`config.mk`:
```
export PLATFORM = sky130hd
export DESIGN_NAME = serial_receiver
export DESIGN_NICKNAME = d
export VERILOG_FILES = /design/src/logic/serial_rx_pkg.sv /design/src/logic/serial_rx_fifo.sv /design/src/logic/serial_receiver.sv
export SDC_FILE = /design/constraint.sdc
export NUM_CORES = 1
export LEC_CHECK = 0
export ABC_AREA = 1
export BUFFER_PORTS_ARGS = -buffer_cell sky130_fd_sc_hd__buf_4
export CELL_PAD_IN_SITES_DETAIL_PLACEMENT = 1
export CELL_PAD_IN_SITES_GLOBAL_PLACEMENT = 1
export CORE_MARGIN = 1.5
export CORE_UTILIZATION = 38
export DETAILED_ROUTE_END_ITERATION = 12
export GPL_ROUTABILITY_DRIVEN = 0
export PLACE_DENSITY_LB_ADDON = 0.1
export SLEW_MARGIN = 20
export SYNTH_ARGS = -nofsm -noshare
export SYNTH_HDL_FRONTEND = slang
export SYNTH_SLANG_ARGS = --single-unit
```
`constraint.sdc`:
```
create_clock -name i_clk -period 3.7 [get_ports i_clk]
set_clock_uncertainty 0.2 [all_clocks]
set_input_delay 0.74 -clock i_clk [delete_from_list [all_inputs] [get_ports i_clk]]
set_output_delay 0.74 -clock i_clk [all_outputs]
set_load 0.1 [all_outputs]
```
`src/logic/serial_rx_pkg.sv`:
```
// Shared constants and types for the serial receiver.
`default_nettype none
package serial_rx_pkg;
    localparam int DATA_W_MAX = 8;
    localparam int CHAR_SIZE_W = 3;
    localparam int FIFO_DEPTH_DOC = 16;
    localparam int BUF_CHARS = 2;
    localparam logic [4:0] SAMPLES_NORMAL = 5'h10;
    localparam logic [4:0] SAMPLES_DOUBLE = 5'h08;
    // First of the three voting samples, numbering the first low sample as one
    localparam logic [4:0] VOTE_FIRST_NORMAL = 5'h08;
    localparam logic [4:0] VOTE_FIRST_DOUBLE = 5'h04;
    localparam logic [15:0] BAUD_DIV_RESET = 16'h0000;
    localparam logic [2:0] SYNC_RESET = 3'h7;
    localparam logic [3:0] BIT_CNT_RESET = 4'h0;
    typedef enum logic [3:0] {
        ST_IDLE = 4'b0001,
        ST_START = 4'b0010,
        ST_DATA = 4'b0100,
        ST_STOP = 4'b1000
    } rx_state_e;
endpackage
`default_nettype wire

```
`src/logic/serial_rx_fifo.sv`:
```
// Parameterised FIFO with valid and ready on both sides and a flush.
`default_nettype none
module serial_rx_fifo
    import serial_rx_pkg::*;
#(
    parameter int WIDTH = 11,
    parameter int DEPTH = 16
) (
    // Clock and reset
    input wire logic i_clk,
    input wire logic i_reset_n,
    input wire logic i_flush,
    // Write side
    input wire logic i_in_valid,
    input wire logic [WIDTH-1:0] i_in_data,
    output logic o_in_ready,
    // Read side
    output logic o_out_valid,
    output logic [WIDTH-1:0] o_out_data,
    input wire logic i_out_ready
);
    localparam int AW = $clog2(DEPTH);
    typedef struct packed {
        logic [AW-1:0] wr;
        logic [AW-1:0] rd;
        logic [AW:0] cnt;
    } fifo_s;
    fifo_s st_reg;
    fifo_s st_next;
    logic [WIDTH-1:0] mem [DEPTH];
    logic push;
    logic pop;
    assign o_in_ready = (st_reg.cnt != (AW+1)'(DEPTH));
    assign o_out_valid = (st_reg.cnt != '0);
    assign o_out_data = mem[st_reg.rd];
    assign push = i_in_valid && o_in_ready && !i_flush;
    assign pop = o_out_valid && i_out_ready && !i_flush;
    always_comb begin
        st_next = st_reg;
        if (i_flush) begin
            st_next = '0;
        end else begin
            if (push) begin
                st_next.wr = st_reg.wr + 1'b1;
            end
            if (pop) begin
                st_next.rd = st_reg.rd + 1'b1;
            end
            st_next.cnt = st_reg.cnt + (AW+1)'(push) - (AW+1)'(pop);
        end
    end
    always_ff @(posedge i_clk or negedge i_reset_n) begin
        if (!i_reset_n) begin
            st_reg <= '0;
        end else begin
            st_reg <= st_next;
        end
    end
    always_ff @(posedge i_clk) begin
        if (push) begin
            mem[st_reg.wr] <= i_in_data;
        end
    end
endmodule
`default_nettype wire

```
`src/logic/serial_receiver.sv`:
```
// Asynchronous serial receiver with two-character buffer and status flags.
// What this block does
// - Complete flag high while buffer holds characters
// - Disabling receiver flushes buffer, flag reads zero
// - Interrupt request is level, follows complete flag
// - Error status stored with its character
// - Error flags not writable by software
// - Error flags raise no interrupt
// - Frame error from first stop bit only
// - Overrun: buffer full, shifter full, new start
// - Overrun clears on successful transfer to buffer
// - Parity checked only when enable bit set
// - Parity mismatch stored with character
// - Parity error reads zero when checking disabled
// - Parity error valid until data read
// - Disable is immediate, frame abandoned
// - Disabled receiver releases pin override
// - Data read advances buffer and flags
// - Sixteen samples per bit, eight at double speed
// - Falling edge starts detection, first low sample one
// - Start bit voted on samples 8-10 or 4-6
// - Reject returns to search, accept resynchronises
// - Frame moved to buffer after first stop bit
// - Unused high data bits read zero
// - Bits decided by three-sample majority vote
`default_nettype none
module serial_receiver
    import serial_rx_pkg::*;
#(
    parameter int FIFO_DEPTH = FIFO_DEPTH_DOC,
    parameter int BUF_LIMIT = BUF_CHARS
) (
    // Clock and reset
    input wire logic i_clk,
    input wire logic i_reset_n,
    // Serial line
    input wire logic i_serial_input_pin,
    output logic o_pin_override,
    // Configuration
    input wire logic i_receiver_enable_bit,
    input wire logic i_rx_complete_irq_enable,
    input wire logic i_parity_enable_bit,
    input wire logic i_parity_odd_select,
    input wire logic i_stop_bit_count_select,
    input wire logic i_double_speed_bit,
    input wire logic [CHAR_SIZE_W-1:0] i_char_size,
    input wire logic [15:0] i_baud_divisor,
    // Status and data
    input wire logic i_data_read,
    output logic [DATA_W_MAX-1:0] o_serial_data_register,
    output logic o_rx_complete_flag,
    output logic o_frame_error_flag,
    output logic o_overrun_flag,
    output logic o_parity_error_flag,
    output logic o_rx_complete_irq,
    // Buffer back-pressure seen by the shifter
    output logic o_buffer_ready
);
    localparam int ENTRY_W = DATA_W_MAX + 3;
    localparam int CW = $clog2(FIFO_DEPTH + 1);

    typedef struct packed {
        logic [2:0] sync;
        logic line_prev;
        logic armed;
        logic [15:0] div;
        rx_state_e state;
        logic [4:0] samp;
        logic [2:0] votes;
        logic [3:0] bit_idx;
        logic [DATA_W_MAX-1:0] shift;
        logic par_bit;
        logic par_en;
        logic par_odd;
        logic frame_err;
        logic held;
        logic [ENTRY_W-1:0] held_entry;
        logic overrun_pend;
        logic [CW-1:0] count;
    } rx_s;

    rx_s st_reg;
    rx_s st_next;

    logic line;
    logic tick;
    logic [4:0] spb;
    logic [4:0] vote_first;
    logic vote_bit;
    logic [3:0] data_bits;
    logic fifo_in_ready;
    logic fifo_out_valid;
    logic [ENTRY_W-1:0] fifo_out;
    logic push;
    logic pop;
    logic flush;
    logic buf_full;
    logic par_calc;

    // Line level once second and third stage agree
    assign line = (st_reg.sync[1] == st_reg.sync[2]) ? st_reg.sync[2] : st_reg.line_prev;
    assign tick = (st_reg.div == 16'h0000);
    assign spb = i_double_speed_bit ? SAMPLES_DOUBLE : SAMPLES_NORMAL;
    assign vote_first = i_double_speed_bit ? VOTE_FIRST_DOUBLE : VOTE_FIRST_NORMAL;
    assign data_bits = 4'(i_char_size) + 4'h5;
    assign vote_bit = (st_reg.votes[0] & st_reg.votes[1]) | (st_reg.votes[0] & st_reg.votes[2]) |
                      (st_reg.votes[1] & st_reg.votes[2]);
    assign flush = !i_receiver_enable_bit;
    // Disabled receiver holds nothing, so it never reports full
    assign buf_full = !flush && ((st_reg.count >= CW'(BUF_LIMIT)) || !fifo_in_ready);
    assign pop = i_data_read && fifo_out_valid && !flush;
    assign push = st_reg.held && !buf_full && !flush;
    assign o_buffer_ready = !buf_full;
    assign par_calc = (^st_reg.shift) ^ st_reg.par_odd;
    // Entry: {parity error, overrun, frame error, data}

    serial_rx_fifo #(
        .WIDTH(ENTRY_W),
        .DEPTH(FIFO_DEPTH)
    ) u_fifo (
        .i_clk(i_clk),
        .i_reset_n(i_reset_n),
        .i_flush(flush),
        .i_in_valid(push),
        .i_in_data(st_reg.held_entry),
        .o_in_ready(fifo_in_ready),
        .o_out_valid(fifo_out_valid),
        .o_out_data(fifo_out),
        .i_out_ready(pop)
    );

    always_comb begin
        st_next = st_reg;
        st_next.sync = {st_reg.sync[1:0], i_serial_input_pin};
        st_next.line_prev = line;
        st_next.div = tick ? i_baud_divisor : st_reg.div - 16'h0001;
        st_next.count = st_reg.count + CW'(push) - CW'(pop);
        if (push) begin
            st_next.held = 1'b0;
        end
        if (tick) begin
            case (st_reg.state)
                ST_IDLE: begin
                    if (line) begin
                        st_next.armed = 1'b1;
                    end else if (st_reg.armed) begin
                        // This tick is sample one, the next is sample two
                        st_next.armed = 1'b0;
                        st_next.samp = 5'h02;
                        st_next.votes = 3'h0;
                        st_next.state = ST_START;
                        if (buf_full && st_reg.held) begin
                            st_next.overrun_pend = 1'b1;
                        end
                    end
                end
                ST_START: begin
                    st_next.samp = st_reg.samp + 5'h01;
                    if (st_reg.samp >= vote_first && st_reg.samp < vote_first + 5'h03) begin
                        st_next.votes = {st_reg.votes[1:0], line};
                    end
                    if (st_reg.samp == vote_first + 5'h03) begin
                        if (vote_bit) begin
                            st_next.state = ST_IDLE;
                        end else begin
                            st_next.state = ST_DATA;
                            st_next.samp = vote_first + 5'h04;
                            st_next.bit_idx = BIT_CNT_RESET;
                            st_next.shift = '0;
                            st_next.par_en = i_parity_enable_bit;
                            st_next.par_odd = i_parity_odd_select;
                        end
                    end
                end
                ST_DATA, ST_STOP: begin
                    st_next.samp = (st_reg.samp == spb) ? 5'h01 : st_reg.samp + 5'h01;
                    if (st_reg.samp >= vote_first && st_reg.samp < vote_first + 5'h03) begin
                        st_next.votes = {st_reg.votes[1:0], line};
                    end
                    if (st_reg.samp == vote_first + 5'h03 && st_reg.state == ST_DATA) begin
                        if (st_reg.bit_idx < data_bits) begin
                            st_next.shift[st_reg.bit_idx[2:0]] = vote_bit;
                        end else begin
                            st_next.par_bit = vote_bit;
                        end
                        if (st_reg.bit_idx + 4'h1 == data_bits + 4'(st_reg.par_en)) begin
                            st_next.state = ST_STOP;
                        end
                        st_next.bit_idx = st_reg.bit_idx + 4'h1;
                    end
                    if (st_reg.samp == vote_first + 5'h03 && st_reg.state == ST_STOP) begin
                        st_next.state = ST_IDLE;
                        if (!st_reg.held || push) begin
                            st_next.held = 1'b1;
                            st_next.held_entry = {st_reg.par_en & (par_calc != st_reg.par_bit),
                                                  st_reg.overrun_pend, ~vote_bit, st_reg.shift};
                            st_next.overrun_pend = 1'b0;
                        end else begin
                            st_next.overrun_pend = 1'b1;
                        end
                    end
                end
                default: begin
                    st_next.state = ST_IDLE;
                end
            endcase
        end
        if (flush) begin
            st_next.state = ST_IDLE;
            st_next.held = 1'b0;
            st_next.overrun_pend = 1'b0;
            st_next.count = '0;
        end
    end

    always_ff @(posedge i_clk or negedge i_reset_n) begin
        if (!i_reset_n) begin
            st_reg <= '0;
            st_reg.sync <= SYNC_RESET;
            st_reg.line_prev <= 1'b1;
            st_reg.div <= BAUD_DIV_RESET;
            st_reg.state <= ST_IDLE;
        end else begin
            st_reg <= st_next;
        end
    end

    assign o_rx_complete_flag = fifo_out_valid && i_receiver_enable_bit;
    assign o_rx_complete_irq = o_rx_complete_flag && i_rx_complete_irq_enable;
    assign o_pin_override = i_receiver_enable_bit;
    assign o_serial_data_register = o_rx_complete_flag ? fifo_out[DATA_W_MAX-1:0] : '0;
    assign o_frame_error_flag = o_rx_complete_flag && fifo_out[DATA_W_MAX];
    assign o_overrun_flag = o_rx_complete_flag && fifo_out[DATA_W_MAX+1];
    assign o_parity_error_flag = o_rx_complete_flag && fifo_out[DATA_W_MAX+2] &&
                                 i_parity_enable_bit;
endmodule
`default_nettype wire

```
==> impl_metrics.py <==
metrics = {
    "status": {
        "status": "complete, no violations",
    },
    "floorplanning": {
        "die_area_um2": 32900,
        "core-area_um2": 31500,
        "ioPinCount": 44,
        "fp.dieW_um": 182,
        "start_util_pct": 38.5,
        "rows": 65,
        "die_y_um": 182,
    },
    "setup_path": {
        "worstPathCellList": "inv_1, buf_12, o21ai_0, o22ai_1, nand2_1, nand2_1, nor2_1, nor2_1, buf_4",
        "critPathRequiredTime_ps": 2760,
        "cp_top_family": "buffers and inverters",
        "crit_slowest_cell": "dfrtp_4",
        "startpoint_type": "flop",
        "critical_path_class": "reg -> out",
        "r2r_setup_slack_ps": 700,
        "cp.arrival_ps": 2660,
        "endpoint_kind": "primary output",
        "path_buf_inv": 3,
        "crit_path_max_fanout": 31,
        "slowest_delay_ps": 640,
    },
    "clock_network": {
        "cts_hold_buf": 0,
        "cts_tree": "done",
        "worstSkewPairLatency_ps": 540,
        "cts_root_buffer": "clkbuf_16",
        "numCtsBuffers": 29,
        "h-tree-depth": 1,
        "cts_setup_buffers": 0,
        "numClockSinks": 255,
        "path_clk_slew_ps": 60,
        "clock_path_buffers": 3,
    },
    "final_layout": {
        "multi_input_area_um2": 4270,
        "areaGrowthSynthToFinish_pct": 15.9,
        "final_cells": 1711,
        "largest_reg_flops": 176,
        "drive_above_1_share_pct": 13.8,
        "antenna_cells": 0,
        "regArea_um2": 7270,
        "final_nets": 1351,
        "n_fill_cell": 3528,
    },
    "global_routing": {
        "overflow": 0,
        "grt_pass1_vias": 9506,
        "grt_pass1_wl_um": 51700,
        "antenna_found_initial": 0,
        "grt_start_max_net_pins": 91,
        "grt_usage_pct": 20.1,
    },
    "timing": {
        "timing.fmax_mhz": 278,
        "finalHoldViolations": 0,
        "worst_pin_slew_ps": 730,
        "rsz0062_at_grt": "false",
        "period_share_pct": 97.2,
        "finalCriticalPeriod_ps": 3600,
        "maxSlewHeadroom_pct": 51.3,
        "setup_tns_ps": 0,
        "maxSlewViolCount": 0,
        "setup_viol": 0,
    },
    "logic_synthesis": {
        "synth-edff-count": 176,
        "avgSynthCellArea_um2": 9.91,
        "synth.area.top_cells": "edfxtp_1 (44%), dfrtp_1 (15%), nand2_1 (6.9%), o21ai_0 (6.2%), nor2_1 (5.8%)",
        "synth_cells": 1222,
        "yosysSeqAreaShare_pct": 60.0,
        "synth_top_area_share_pct": 43.6,
        "synth_ff_type": "edfxtp_1",
        "yosysWarnings": 0,
        "ys_types": 45,
        "ys_seq_elements": 255,
        "synth_area_um2": 12100,
        "async_reset_ff_share_pct": 31.0,
        "yosysTopAreaCell": "edfxtp_1",
        "synth_nets": 1286,
    },
    "detailed_routing": {
        "num_vias": 8870,
        "dr_wl_met2_um": 15900,
        "routed_via_density": 5.18,
        "final_antenna_net_count": 0,
        "drt_iter0_drc": 537,
        "top_layer": "met4",
        "wl_met1_um": 14300,
        "dr.pass1.iters": 5,
        "drc_errors": 0,
        "wl_per_cell_um": 18.7,
        "dr_wl_met3_um": 1180,
        "drt_wl_total_um": 32000,
    },
    "power": {
        "switching_power_w": 0.00271,
        "seqPwrFrac_pct": 39.8,
        "power.density_nw_per_um2": 576,
        "vdd_drop_max_mv": 0.371,
        "power.share.combinational_pct": 25.7,
        "pwr-share-clk_pct": 34.5,
        "sw_frac_of_total_pct": 33.5,
        "power.internal_w": 0.00538,
        "p_leak_nw": 5.43,
    },
    "place": {
        "dp_hpwl_um": 20800,
        "place_inst": 1658,
        "numPortBuffers": 42,
    },
    "job": {
        "maxCapViolCount": 0,
    },
    "worst_hold_path": {
        "hp-class": "in -> async",
    },
}
-- final cells by class --
cell class,instances,share of cell area (%)
Tap cell,402,3.58
Clock inverter,11,0.775
Sequential cell,255,51.8
Inverter,105,2.86
Multi-Input combinational cell,817,30.4
Timing Repair Buffer,79,4.75
Clock buffer,42,5.80
-- power by group through the flow --
stage	sequential [W]	combinational [W]	clock [W]
floorplan	0.00322	0.00153	0
global placement	0.00327	0.00205	0
detailed placement	0.00327	0.00209	0
CTS	0.00322	0.00210	0.00287
global route	0.00324	0.00231	0.00297
finish	0.00322	0.00208	0.00279
-- cells in the final DEF (no fill, tap or decap), types with 3 or more instances in the layout --
| cell type | count |
|---|---|
| nand2_1 | 222 |
| nor2_1 | 186 |
| edfxtp_1 | 176 |
| o21ai_0 | 151 |
| inv_1 | 94 |
| dfrtp_1 | 72 |
| buf_4 | 71 |
| nand3_1 | 58 |
| ha_1 | 33 |
| clkbuf_16 | 29 |
| a21oi_1 | 20 |
| o22ai_1 | 16 |
| xor2_1 | 15 |
| nor3_1 | 14 |
| o21ai_1 | 13 |
| o221ai_1 | 10 |
| a21oi_2 | 10 |
| o211ai_1 | 10 |
| o21ai_2 | 10 |
| clkbuf_1 | 9 |
| xnor2_1 | 7 |
| inv_2 | 6 |
| clkinv_1 | 5 |
| nor2_2 | 5 |
| clkinv_2 | 5 |
| buf_12 | 5 |
| dfstp_2 | 5 |
| nand4_1 | 4 |
| clkbuf_8 | 4 |
| o21a_1 | 3 |
| a31oi_1 | 3 |
| nand2_4 | 3 |
| or2_2 | 3 |
| nor2_4 | 3 |
| buf_6 | 3 |
-- worst paths after layout --
check / depth (start not counted) / startpoint / to
setup reg to reg: 15 / u_fifo.st_reg[3]$_DFF_PN0_ / u_fifo.st_reg[4]$_DFF_PN0_
max in group asynchronous: 2 / i_reset_n / st_next[65]$_DFF_PN1_
hold / removal: 1 / i_reset_n / st_reg[12]$_DFFE_PN0P_
hold reg to reg: 0 / st_next[65]$_DFF_PN1_ / st_next[66]$_DFF_PN1_
setup / recovery: 9 / u_fifo.st_reg[6]$_DFFE_PN0P_ / o_parity_error_flag
min in group i_clk: 1 / i_serial_input_pin / st_next[65]$_DFF_PN1_
-- worst register-to-register path: cells and delay by family (launching register included) --
family / cells / cell delay, ps
adders and majority gates: 4 / 1090
and+or+nand+nor: 5 / 630
DFF: 1 / 390
buffers and inverters: 4 / 370
AOI/OAI and AO/OA: 2 / 250
-- cell families (layout without fill, tap and decap cells) --
family	after synthesis	count (layout)	share of synthesized area, %
simple gates	511	511	18.0
flops	255	255	60.0
compound gates	249	249	11.6
buf+inv	150	237	5.02
fa+ha+maj	35	35	3.74
xor+xnor	22	22	1.59
-- routing by layer --
metal  up-vias  GRT usage (%)
li1       4297              -
met3        38           2.41
met5         -              0
met2       138           35.5
met1      4397           26.4
met4         0           4.63
-- repair_timing --
item,CTS,global route
endpoints found under the hold margin,0,0
gates resized for setup,1,5
endpoints found under the setup margin,1,9
-- cells in the mapped netlist, drive strengths merged (14+ instances only) --
master / number
nand2: 227
nor2: 195
edfxtp: 176
o21ai: 174
inv: 101
dfrtp: 74
nand3: 61
ha: 33
a21oi: 32
clkbuf: 25
buf: 20
o22ai: 16
xor2: 15
nor3: 14
-- per-stage QoR --
stage          util (%)  power (W)  setup slack, ps  hold slack (ps)  cell area [um2]
6_report           44.6    0.00809              104             31.8            14000
5_1_grt            44.6    0.00852             16.0             79.3            14000
4_1_cts            44.6    0.00819             17.0             59.3            14000
3_5_place_dp       41.6    0.00536              423              149            13100
3_3_place_gp       41.6    0.00533              473              146            13100
2_1_floorplan         -    0.00475             76.1              145            12100
Note: power is estimated with default switching activity, not from simulation.
